===== config.mk =====
export PLATFORM = sky130hd
export DESIGN_NAME = lrpa_arbiter
export DESIGN_NICKNAME = d
export VERILOG_FILES = /design/src/rtl/lrpa_pkg.sv /design/src/rtl/lrpa_arbiter.sv
export VERILOG_INCLUDE_DIRS = /design/src /design/src/rtl
export SDC_FILE = /design/constraint.sdc
export NUM_CORES = 1
export LEC_CHECK = 0
export BUFFER_PORTS_ARGS = -buffer_cell sky130_fd_sc_hd__buf_2
export CORE_AREA = 2 2 86 88
export CTS_CLUSTER_DIAMETER = 30
export DETAILED_ROUTE_END_ITERATION = 7
export DIE_AREA = 0 0 88 90
export GPL_TIMING_DRIVEN = 0
export PLACE_DENSITY = 0.57
export SYNTH_ARGS = -nofsm -noshare
export SYNTH_HDL_FRONTEND = slang
export SYNTH_SLANG_ARGS = --single-unit

===== constraint.sdc =====
create_clock -name core_clk_in -period 2.7 [get_ports core_clk_in]
set_clock_uncertainty 0.2 [all_clocks]
set_input_delay 0 -clock core_clk_in [delete_from_list [all_inputs] [get_ports core_clk_in]]
set_output_delay 0 -clock core_clk_in [all_outputs]
set_load 0.01 [all_outputs]

===== src/rtl/lrpa_cfg.svh =====
// constants for the second-level memory request arbiter
// assumes inclusion by rtl files only; definitions only
`ifndef LRPA_CFG_SVH
`define LRPA_CFG_SVH

`define LRPA_NUM_BANKS        4
`define LRPA_BANK_BITS        64
`define LRPA_BANK_LSB         3
`define LRPA_BLOCK_WORDS      32
`define LRPA_BLOCK_LSB        7
`define LRPA_INVERSION_CYCLES 256
`define LRPA_PRIO_RESET       1'b0

`endif


===== src/rtl/lrpa_pkg.sv =====
// types for the second-level memory request arbiter
// assumes byte addresses of 32 bits from both requesters
package lrpa_pkg;

    typedef struct packed {
        logic        valid;
        logic [31:0] addr;
        logic        write;
        logic [63:0] wdata;
        logic [7:0]  be;
    } lrpa_req_t;

    typedef enum logic [1:0] {
        LRPA_IDLE = 2'b00,
        LRPA_INV  = 2'b01,
        LRPA_HOLD = 2'b11
    } lrpa_inv_state_t;

endpackage : lrpa_pkg


===== src/rtl/lrpa_arbiter.sv =====
// second-level memory arbiter: data cache store path against transfer
// crossbar, over four interleaved 64-bit banks
// assumes requesters hold a request until granted; one clock domain
// grants are combinational; busy and inversion flags are registered
`timescale 1ns/1ns
`include "lrpa_cfg.svh"

// Summary of operation
// RL1: priority bit set: crossbar beats data cache
// RL2: bit clear: cache stores may starve crossbar
// RL3: bit clear, same bank: cache wins always
// RL4: four interleaved banks, each 64 bits wide
// RL5: same 32-word block: data cache wins until the RL6 bound
// RL6: same-block inversion bounded to 256 cycles
// RL7: software keeps buffers in separate blocks
// RL8: software keeps streaming data on-chip
// RL9: software prefers range cache operations
// RL10: software splits range operations into chunks
// RL11: chunking lengthens total, shortens worst wait
// RL12: priority bit resets to zero
module lrpa_arbiter #(
    parameter int NUM_BANKS  = `LRPA_NUM_BANKS,
    parameter int INV_CYCLES = `LRPA_INVERSION_CYCLES
) (
    input  wire logic              core_clk_in,
    input  wire logic              nrst_in,
    input  wire logic              mem_priority_in,
    input  wire lrpa_pkg::lrpa_req_t cache_req_in,
    input  wire lrpa_pkg::lrpa_req_t xbar_req_in,
    output logic                   cache_grant_out,
    output logic                   xbar_grant_out,
    output logic                   cache_stall_out,
    output logic                   xbar_stall_out,
    output logic [NUM_BANKS-1:0]   bank_busy_out,
    output logic                   inversion_active_out
);

    // ------------------------------------------------------------
    // parameter checks
    // ------------------------------------------------------------
    localparam int CNT_W = 12;

    if (NUM_BANKS != `LRPA_NUM_BANKS) begin : g_bad_banks
        $error("lrpa_arbiter: bank count must be four");
    end
    if (INV_CYCLES < 1) begin : g_bad_inv_low
        $error("lrpa_arbiter: inversion bound below one");
    end
    if (INV_CYCLES >= (1 << CNT_W)) begin : g_bad_inv_high
        $error("lrpa_arbiter: inversion bound too wide");
    end

    // ------------------------------------------------------------
    // reset release
    // ------------------------------------------------------------
    // copy of reset released on the clock; used by all state
    logic rst_meta_reg;
    logic rst_sync_reg;

    always_ff @(posedge core_clk_in or negedge nrst_in) begin
        if (!nrst_in) begin
            rst_meta_reg <= 1'b0;
            rst_sync_reg <= 1'b0;
        end else begin
            rst_meta_reg <= 1'b1;
            rst_sync_reg <= rst_meta_reg;
        end
    end

    // ------------------------------------------------------------
    // address decode
    // ------------------------------------------------------------
    function automatic logic [1:0] bank_of(input logic [31:0] a);
        bank_of = a[`LRPA_BANK_LSB +: 2]; // RL4
    endfunction : bank_of

    function automatic logic [24:0] block_of(input logic [31:0] a);
        block_of = a[31:`LRPA_BLOCK_LSB]; // RL5
    endfunction : block_of

    logic same_bank;
    logic same_block;
    logic both;

    assign both       = cache_req_in.valid && xbar_req_in.valid;
    assign same_bank  = both && (bank_of(cache_req_in.addr) ==
                                 bank_of(xbar_req_in.addr));
    assign same_block = both && (block_of(cache_req_in.addr) ==
                                 block_of(xbar_req_in.addr));

    logic block_clash;

    assign block_clash = same_bank && same_block;

    // ------------------------------------------------------------
    // priority bit and inversion bound
    // ------------------------------------------------------------
    logic                      prio_reg;
    logic                      prio_next;
    lrpa_pkg::lrpa_inv_state_t inv_reg;
    lrpa_pkg::lrpa_inv_state_t inv_next;
    logic [11:0]               inv_cnt_reg;
    logic [11:0]               inv_cnt_next;
    logic                      inv_expired;

    // counts cycles while the cache holds a clashing block
    assign inv_expired = (inv_cnt_reg >= 12'(INV_CYCLES - 1));

    always_comb begin
        prio_next    = mem_priority_in;
        inv_next     = inv_reg;
        inv_cnt_next = inv_cnt_reg;
        case (inv_reg)
            lrpa_pkg::LRPA_IDLE: begin
                inv_cnt_next = 12'h000;
                if (prio_reg && block_clash && cache_req_in.write) begin
                    inv_next = lrpa_pkg::LRPA_INV;
                end
            end
            lrpa_pkg::LRPA_INV: begin
                // cache owns the block while the inversion lasts
                if (!block_clash || !prio_reg) begin
                    inv_next = lrpa_pkg::LRPA_IDLE;
                end else if (inv_expired) begin
                    inv_next = lrpa_pkg::LRPA_HOLD; // RL6 RL11
                end else begin
                    inv_cnt_next = inv_cnt_reg + 12'h001;
                end
            end
            lrpa_pkg::LRPA_HOLD: begin
                // crossbar served; worst crossbar wait stays bounded
                if (!block_clash || !prio_reg) begin
                    inv_next = lrpa_pkg::LRPA_IDLE;
                end
            end
            default: inv_next = lrpa_pkg::LRPA_IDLE;
        endcase
    end

    always_ff @(posedge core_clk_in or negedge rst_sync_reg) begin
        if (!rst_sync_reg) begin
            prio_reg    <= `LRPA_PRIO_RESET; // RL12
            inv_reg     <= lrpa_pkg::LRPA_IDLE;
            inv_cnt_reg <= 12'h000;
        end else begin
            prio_reg    <= prio_next;
            inv_reg     <= inv_next;
            inv_cnt_reg <= inv_cnt_next;
        end
    end

    // ------------------------------------------------------------
    // grant decision
    // ------------------------------------------------------------
    logic cache_wins;
    logic cache_g;
    logic xbar_g;

    always_comb begin
        cache_wins = 1'b1; // RL3
        if (same_bank) begin
            if (!prio_reg) begin
                cache_wins = 1'b1; // RL2
            end else if (same_block && inv_reg != lrpa_pkg::LRPA_HOLD) begin
                cache_wins = 1'b1; // RL5
            end else begin
                cache_wins = 1'b0; // RL1
            end
        end
        cache_g = 1'b0;
        xbar_g  = 1'b0;
        if (cache_req_in.valid && (!same_bank || cache_wins)) begin
            cache_g = 1'b1;
        end
        if (xbar_req_in.valid && (!same_bank || !cache_wins)) begin
            xbar_g = 1'b1;
        end
    end

    // loser simply retries; nothing is queued here

    assign cache_grant_out = cache_g;
    assign xbar_grant_out  = xbar_g;
    assign cache_stall_out = cache_req_in.valid && !cache_g;
    assign xbar_stall_out  = xbar_req_in.valid && !xbar_g;

    // ------------------------------------------------------------
    // observed state
    // ------------------------------------------------------------
    logic [NUM_BANKS-1:0] busy_reg;
    logic [NUM_BANKS-1:0] busy_next;
    logic                 inv_act_reg;
    logic                 inv_act_next;

    always_comb begin
        busy_next = '0;
        if (cache_g) begin
            busy_next[bank_of(cache_req_in.addr)] = 1'b1; // RL4
        end
        if (xbar_g) begin
            busy_next[bank_of(xbar_req_in.addr)] = 1'b1;
        end
        // flag follows the state the counter is in next cycle
        inv_act_next = (inv_next == lrpa_pkg::LRPA_INV);
    end

    always_ff @(posedge core_clk_in or negedge rst_sync_reg) begin
        if (!rst_sync_reg) begin
            busy_reg    <= '0;
            inv_act_reg <= 1'b0;
        end else begin
            busy_reg    <= busy_next;
            inv_act_reg <= inv_act_next;
        end
    end

    assign bank_busy_out        = busy_reg;
    assign inversion_active_out = inv_act_reg;

endmodule : lrpa_arbiter


Word-level counts from Yosys, hierarchy flattened
Index checks and enable logic that the tools add are counted.
W data, S select, Z words.
Storage, ports and cells
  register bits: 22
  input bits: 215
  output and inout bits: 9
  logic and storage cells: 66
Cells by class
  add/sub/neg operators: 1
  magnitude comparators: 5
  eq/ne operators: 8
  mux-type cells: 19
  bitwise operators: 1
  reductions and logical operators: 25
Operator list (number)
  $eq A25 B25 Y1: 1
  $mux W12: 2
  $pmux W12 S2: 1
  $logic_and A1 B1 Y1: 13
  $add A12 B1 Y12 const B: 1
  $ge A12 B8 Y1 const B: 1
  $mux W2: 4
  $mux W4: 2
  $mux W1: 7
  $logic_not A1 Y1: 6
  $lt A2 B3 Y1 const B: 2
  $ne A2 B2 Y1 const B: 3
  $pmux W2 S3: 1
  $demux W1 S2: 2
  $eq A2 B1 Y1 const B: 2
  $ge A2 B1 Y1 const B: 2
  $or A4 B4 Y4: 1
  $logic_or A1 B1 Y1: 3
  $reduce_and A3 Y1: 1
  $eq A2 B2 Y1: 1
  $eq A2 B2 Y1 const B: 1
  $logic_not A2 Y1: 1
  $reduce_bool A2 Y1: 1

Longest topological paths before layout
  word-level depth: 12
  gate-level depth with buffers: 7
  depth with buffers taken out: 6

Least setup slack after synthesis
Ideal clock, no wire load.
  path type: reg-to-reg
  from: register prio_reg
  to: register inv_cnt_reg[0]
  library setup time: 0.126 ns
  arrival: 2.061 ns
  data required time: 2.374 ns
  slack: 0.313 ns
  cell stages (with the launch flop): 8
  buffers on the path: 1
  clock period less this slack: 2.387 ns
  cells stage by stage: dfrtp_1 inv_1 or4_4 or4_4 nor3_4 buf_6 nor2_1 a221o_1
On the way
  longest elaborated chain between the ends: 4
Ends and longest elaborated chain
  start, declared: RTL line lrpa_arbiter.sv:98  | logic prio_reg;
  start signal, assigned: RTL line lrpa_arbiter.sv:142  | prio_reg <= `LRPA_PRIO_RESET;
  start signal, assigned: RTL line lrpa_arbiter.sv:146  | prio_reg <= prio_next;
  $logic_not A1 Y1
  $logic_or A1 B1 Y1: RTL line lrpa_arbiter.sv:122  | if (!block_clash || !prio_reg) begin
  $ne A2 B2 Y1 (no line)
  $reduce_and A3 Y1 (no line)
  end signal, assigned: RTL line lrpa_arbiter.sv:148  | inv_cnt_reg <= inv_cnt_next;
  end, declared: RTL line lrpa_arbiter.sv:102  | logic [11:0] inv_cnt_reg;
Every way passes these cells.
A chain may end at the register's enable or synchronous reset.

Worst setup path in the final report
  from: input xbar_req_in[77] in the netlist's numbering
  to: register inv_cnt_reg[0]
On the way
  longest elaborated chain between the ends: 7
Ends and longest elaborated chain
  start, declared: RTL line lrpa_arbiter.sv:29  | input wire lrpa_pkg::lrpa_req_t xbar_req_in,
  $eq A2 B2 Y1: RTL line lrpa_arbiter.sv:86  | assign same_bank = both && (bank_of(cache_req_in.addr) ==
  $logic_and A1 B1 Y1: RTL line lrpa_arbiter.sv:86
  $logic_and A1 B1 Y1: RTL line lrpa_arbiter.sv:93  | assign block_clash = same_bank && same_block;
  $logic_not A1 Y1: RTL line lrpa_arbiter.sv:122
  $logic_or A1 B1 Y1: RTL line lrpa_arbiter.sv:122
  $ne A2 B2 Y1 (no line)
  $reduce_and A3 Y1 (no line)
Every way passes these cells.

==> impl_metrics.csv <==
group,metric,value,unit
outcome,status,"finished with violations",
outcome,violations,"negative hold slack",
route,num_vias,1313,
sta,period_share,95.2,%
setup_path,cp_common_cell,"or4_4",
clocking,cts_buffers,3,
sta,finalSetupTns,0,ns
final_layout,layout-drive-gt1-share,36.7,%
placement,dp_cells,308,
global_route,grt_use_met1,11.2,%
setup_path,critPathKind,"in2reg",
global_route,grt_pass1_wl,5.94,mm
setup_path,endpoint_kind,"register",
setup_path,r2r_start,"inv_reg[1]",
sta,period_needed,2.57,ns
final_layout,stdcell_count,325,
global_route,grtUsageMet2,15.9,%
route,antenna_left,0,
sta,slew_violations,0,
placement,io_buffers,68,
setup_path,r2r_setup_slack,0.19,ns
synth,syn_inst,141,
final_layout,largest_reg_flops,12,
route,firstDrtPassIters,4,
final_layout,diodes,0,
clocking,cts_max_path_buffers,2,
setup_path,worstPathArrival,2.52,ns
setup_path,endpoint,"inv_cnt_reg[0]",
setup_path,cp_max_fo,10,
final_layout,nFillCells,754,
setup_path,cp-start-kind,"input port",
floorplanning,core_area,7020,sq um
synth,synth_top_cell_by_area,"dfrtp_1",
synth,yosysUniqueCellTypes,40,
setup_path,crit_required,2.65,ns
clocking,cts-root-buf,"clkbuf_8",
synth,syn_nets,357,
clocking,cts_tree,"yes",
floorplanning,die_h,90,um
synth,synth_common_cells,"22 x dfrtp_1, 14 x xor2_1, 13 x xnor2_1, 8 x nor2_1",
synth,avgSynthCellArea,9.63,sq um
sta,hold_ws,-0.00244,ns
global_route,grt_use_total,9.30,%
sta,slew_headroom,44.0,%
route,via_per_inst,4.04,
final_layout,fin_nets,443,
clocking,cts_num_sinks,22,
global_route,grt-busiest-layer,"met2",
floorplanning,fp.dieW,88,um
setup_path,crit_chain,"dlygate4sd3_1 -> buf_2 -> xor2_1 -> or4_4 -> or4_4 -> nor3_4 -> buf_6 -> nor2_1 -> a221o_1",
clocking,clk_latency,0.26,ns
synth,yosys.cell_count.top_type,"dfrtp_1",
synth,synthFlopType,"dfrtp_1",
global_route,antenna_found_initial,0,
floorplanning,rows,31,
global_route,grt_use_met3,2.39,%
global_route,grt_pass1_vias,1381,
route,drt-initial-drc-count,32,
synth,synth_area,1360,sq um
power,vdd_drop_max,0.149,mV
setup_path,crit_start,"xbar_req_in[77]",
synth,synth_seq_area_share,40.6,%
route,routed_wl,3.32,mm
power,power.density,351,nW/um^2
sta,timing.fmax,389,MHz
floorplanning,die_area,7920,sq um
setup_path,timing.rr.end,"inv_cnt_reg[0]",
sta,setup_violations,0,
final_layout,syn2layout_area_growth,48.0,%
setup_path,rr_worst_depth,7,
synth,ys_async_sr_fraction,100,%
route,drc,0,
setup_path,slowest_delay,0.54,ns
placement,gp_congestion,0.788,
sta,finalHoldViolCount,1,
run,maxCapViolCount,0,
global_route,grt_max_degree,21,
setup_path,slowest_stage,"dlygate4sd3_1",
floorplanning,io_pins,224,
global_route,grt.overflow.total,0,
power,p_leak,0.931,nW
sta,grt_setup_unrepaired,"no",
synth,yosysWarnings,0,
synth,synth_top_area_share,40.6,%
hold_path,hp-class,"in2reg",
sta,worst_slew_pin_slew,0.839,ns
synth,ys_ff_latch,22,
clocking,h-tree-depth,1,
route,detail_route.wl_per_cell,10.2,um
clocking,path_clk_slew,0.08,ns
floorplanning,initial_utilization,19.3,%
synth,synth.area.top_cells,"dfrtp_1 41%, xor2_1 9.0%, xnor2_1 8.4%, nand4_1 3.2%, nor2b_1 3.2%",
synth,synth_edf_count,0,
placement,hpwlAfterDp,2.67,mm
layout make-up:
class | count | area (sq um) | area share, %
buffer | 3 | 18.8 | 0.934
clock buffer | 4 | 55.1 | 2.74
inverter | 7 | 26.3 | 1.31
multi-input combinational | 109 | 767 | 38.2
sequential | 22 | 551 | 27.4
tap | 99 | 124 | 6.16
timing repair buffer | 81 | 468 | 23.3
routing by layer:
layer | vias up | wire length, um | share of wire [%]
met1 | 586 | 1390 | 42
met3 | 5 | 260 | 7.8
met2 | 57 | 1620 | 49
met4 | 0 | 46 | 1.4
li1 | 665 | - | -
met5 | - | 0 | 0
worst max-delay path: cells and delay by family:
kind | cells | cell delay [ns]
AOI/OAI and AO/OA | 1 | 0.24
buffers and inverters | 3 | 0.86
and+or+nand+nor | 4 | 1.26
xor gates and xnor gates | 1 | 0.15
worst min path at each step:
stage,slack (ns),startpoint,cells after the start,to
floorplan,-0.50,nrst_in,0,rst_meta_reg
global placement,-0.41,nrst_in,1,rst_sync_reg
detailed placement,-0.41,nrst_in,1,rst_sync_reg
CTS,0.001,cache_req_in[94],5,inv_reg[0]
global route,0.03,cache_req_in[94],5,inv_reg[0]
finish,-0.002,cache_req_in[94],5,inv_reg[0]
placed cells by master (no fill, tap or decap), types with 3 or more instances in the layout:
master         synthesis  routed
buf_2                  0      68
dfrtp_1               22      22
xor2_1                14      14
xnor2_1               13      13
dlygate4sd3_1          0      12
nor2_1                 8       8
nor2b_1                7       7
nand4_1                7       7
inv_1                  7       7
nand2_1                6       6
nor4_1                 4       4
o22ai_1                4       4
a21oi_1                4       4
clkbuf_8               0       4
nor3_1                 3       3
and3_1                 3       3
and2_1                 3       3
nand2b_1               3       3
a31o_2                 3       3
kinds of logic (layout without fill, tap and decap cells):
family	after synthesis	in the layout	synth area share, %
compound gates	22	22	11.4
xor+xnor	27	27	17.4
fa+ha+maj	1	1	0.922
buf+inv	10	95	3.32
flops	22	22	40.6
mux	1	1	0.737
other cells	1	1	0.276
simple gates	57	57	25.3
stage by stage:
step	instance area [sq um]	utilization [%]	power, mW	setup WS, ns
4_1_cts	2000	28.4	0.718	0.0152
6_report	2010	28.6	0.705	0.131
2_1_floorplan	1360	-	0.398	0.313
3_5_place_dp	1820	25.9	0.467	0.175
5_1_grt	2010	28.6	0.746	0.0521
3_3_place_gp	1820	25.9	0.465	0.178
report_power, final:
part	leakage (nW)	total (mW)	internal, mW	switching (mW)
logic	0.605	0.128	0.0755	0.0529
registers	0.297	0.342	0.335	0.00704
clock network	0.0288	0.234	0.130	0.104
what timing repair did:
| action | CTS | global route |
|---|---|---|
| setup buffers | 0 | 1 |
| hold buffers | 12 | 0 |
| endpoints found under the setup margin | 0 | 4 |
| resized for setup | 0 | 1 |
| endpoints found under the hold margin | 9 | 0 |
(Power assumes the default switching activity.)
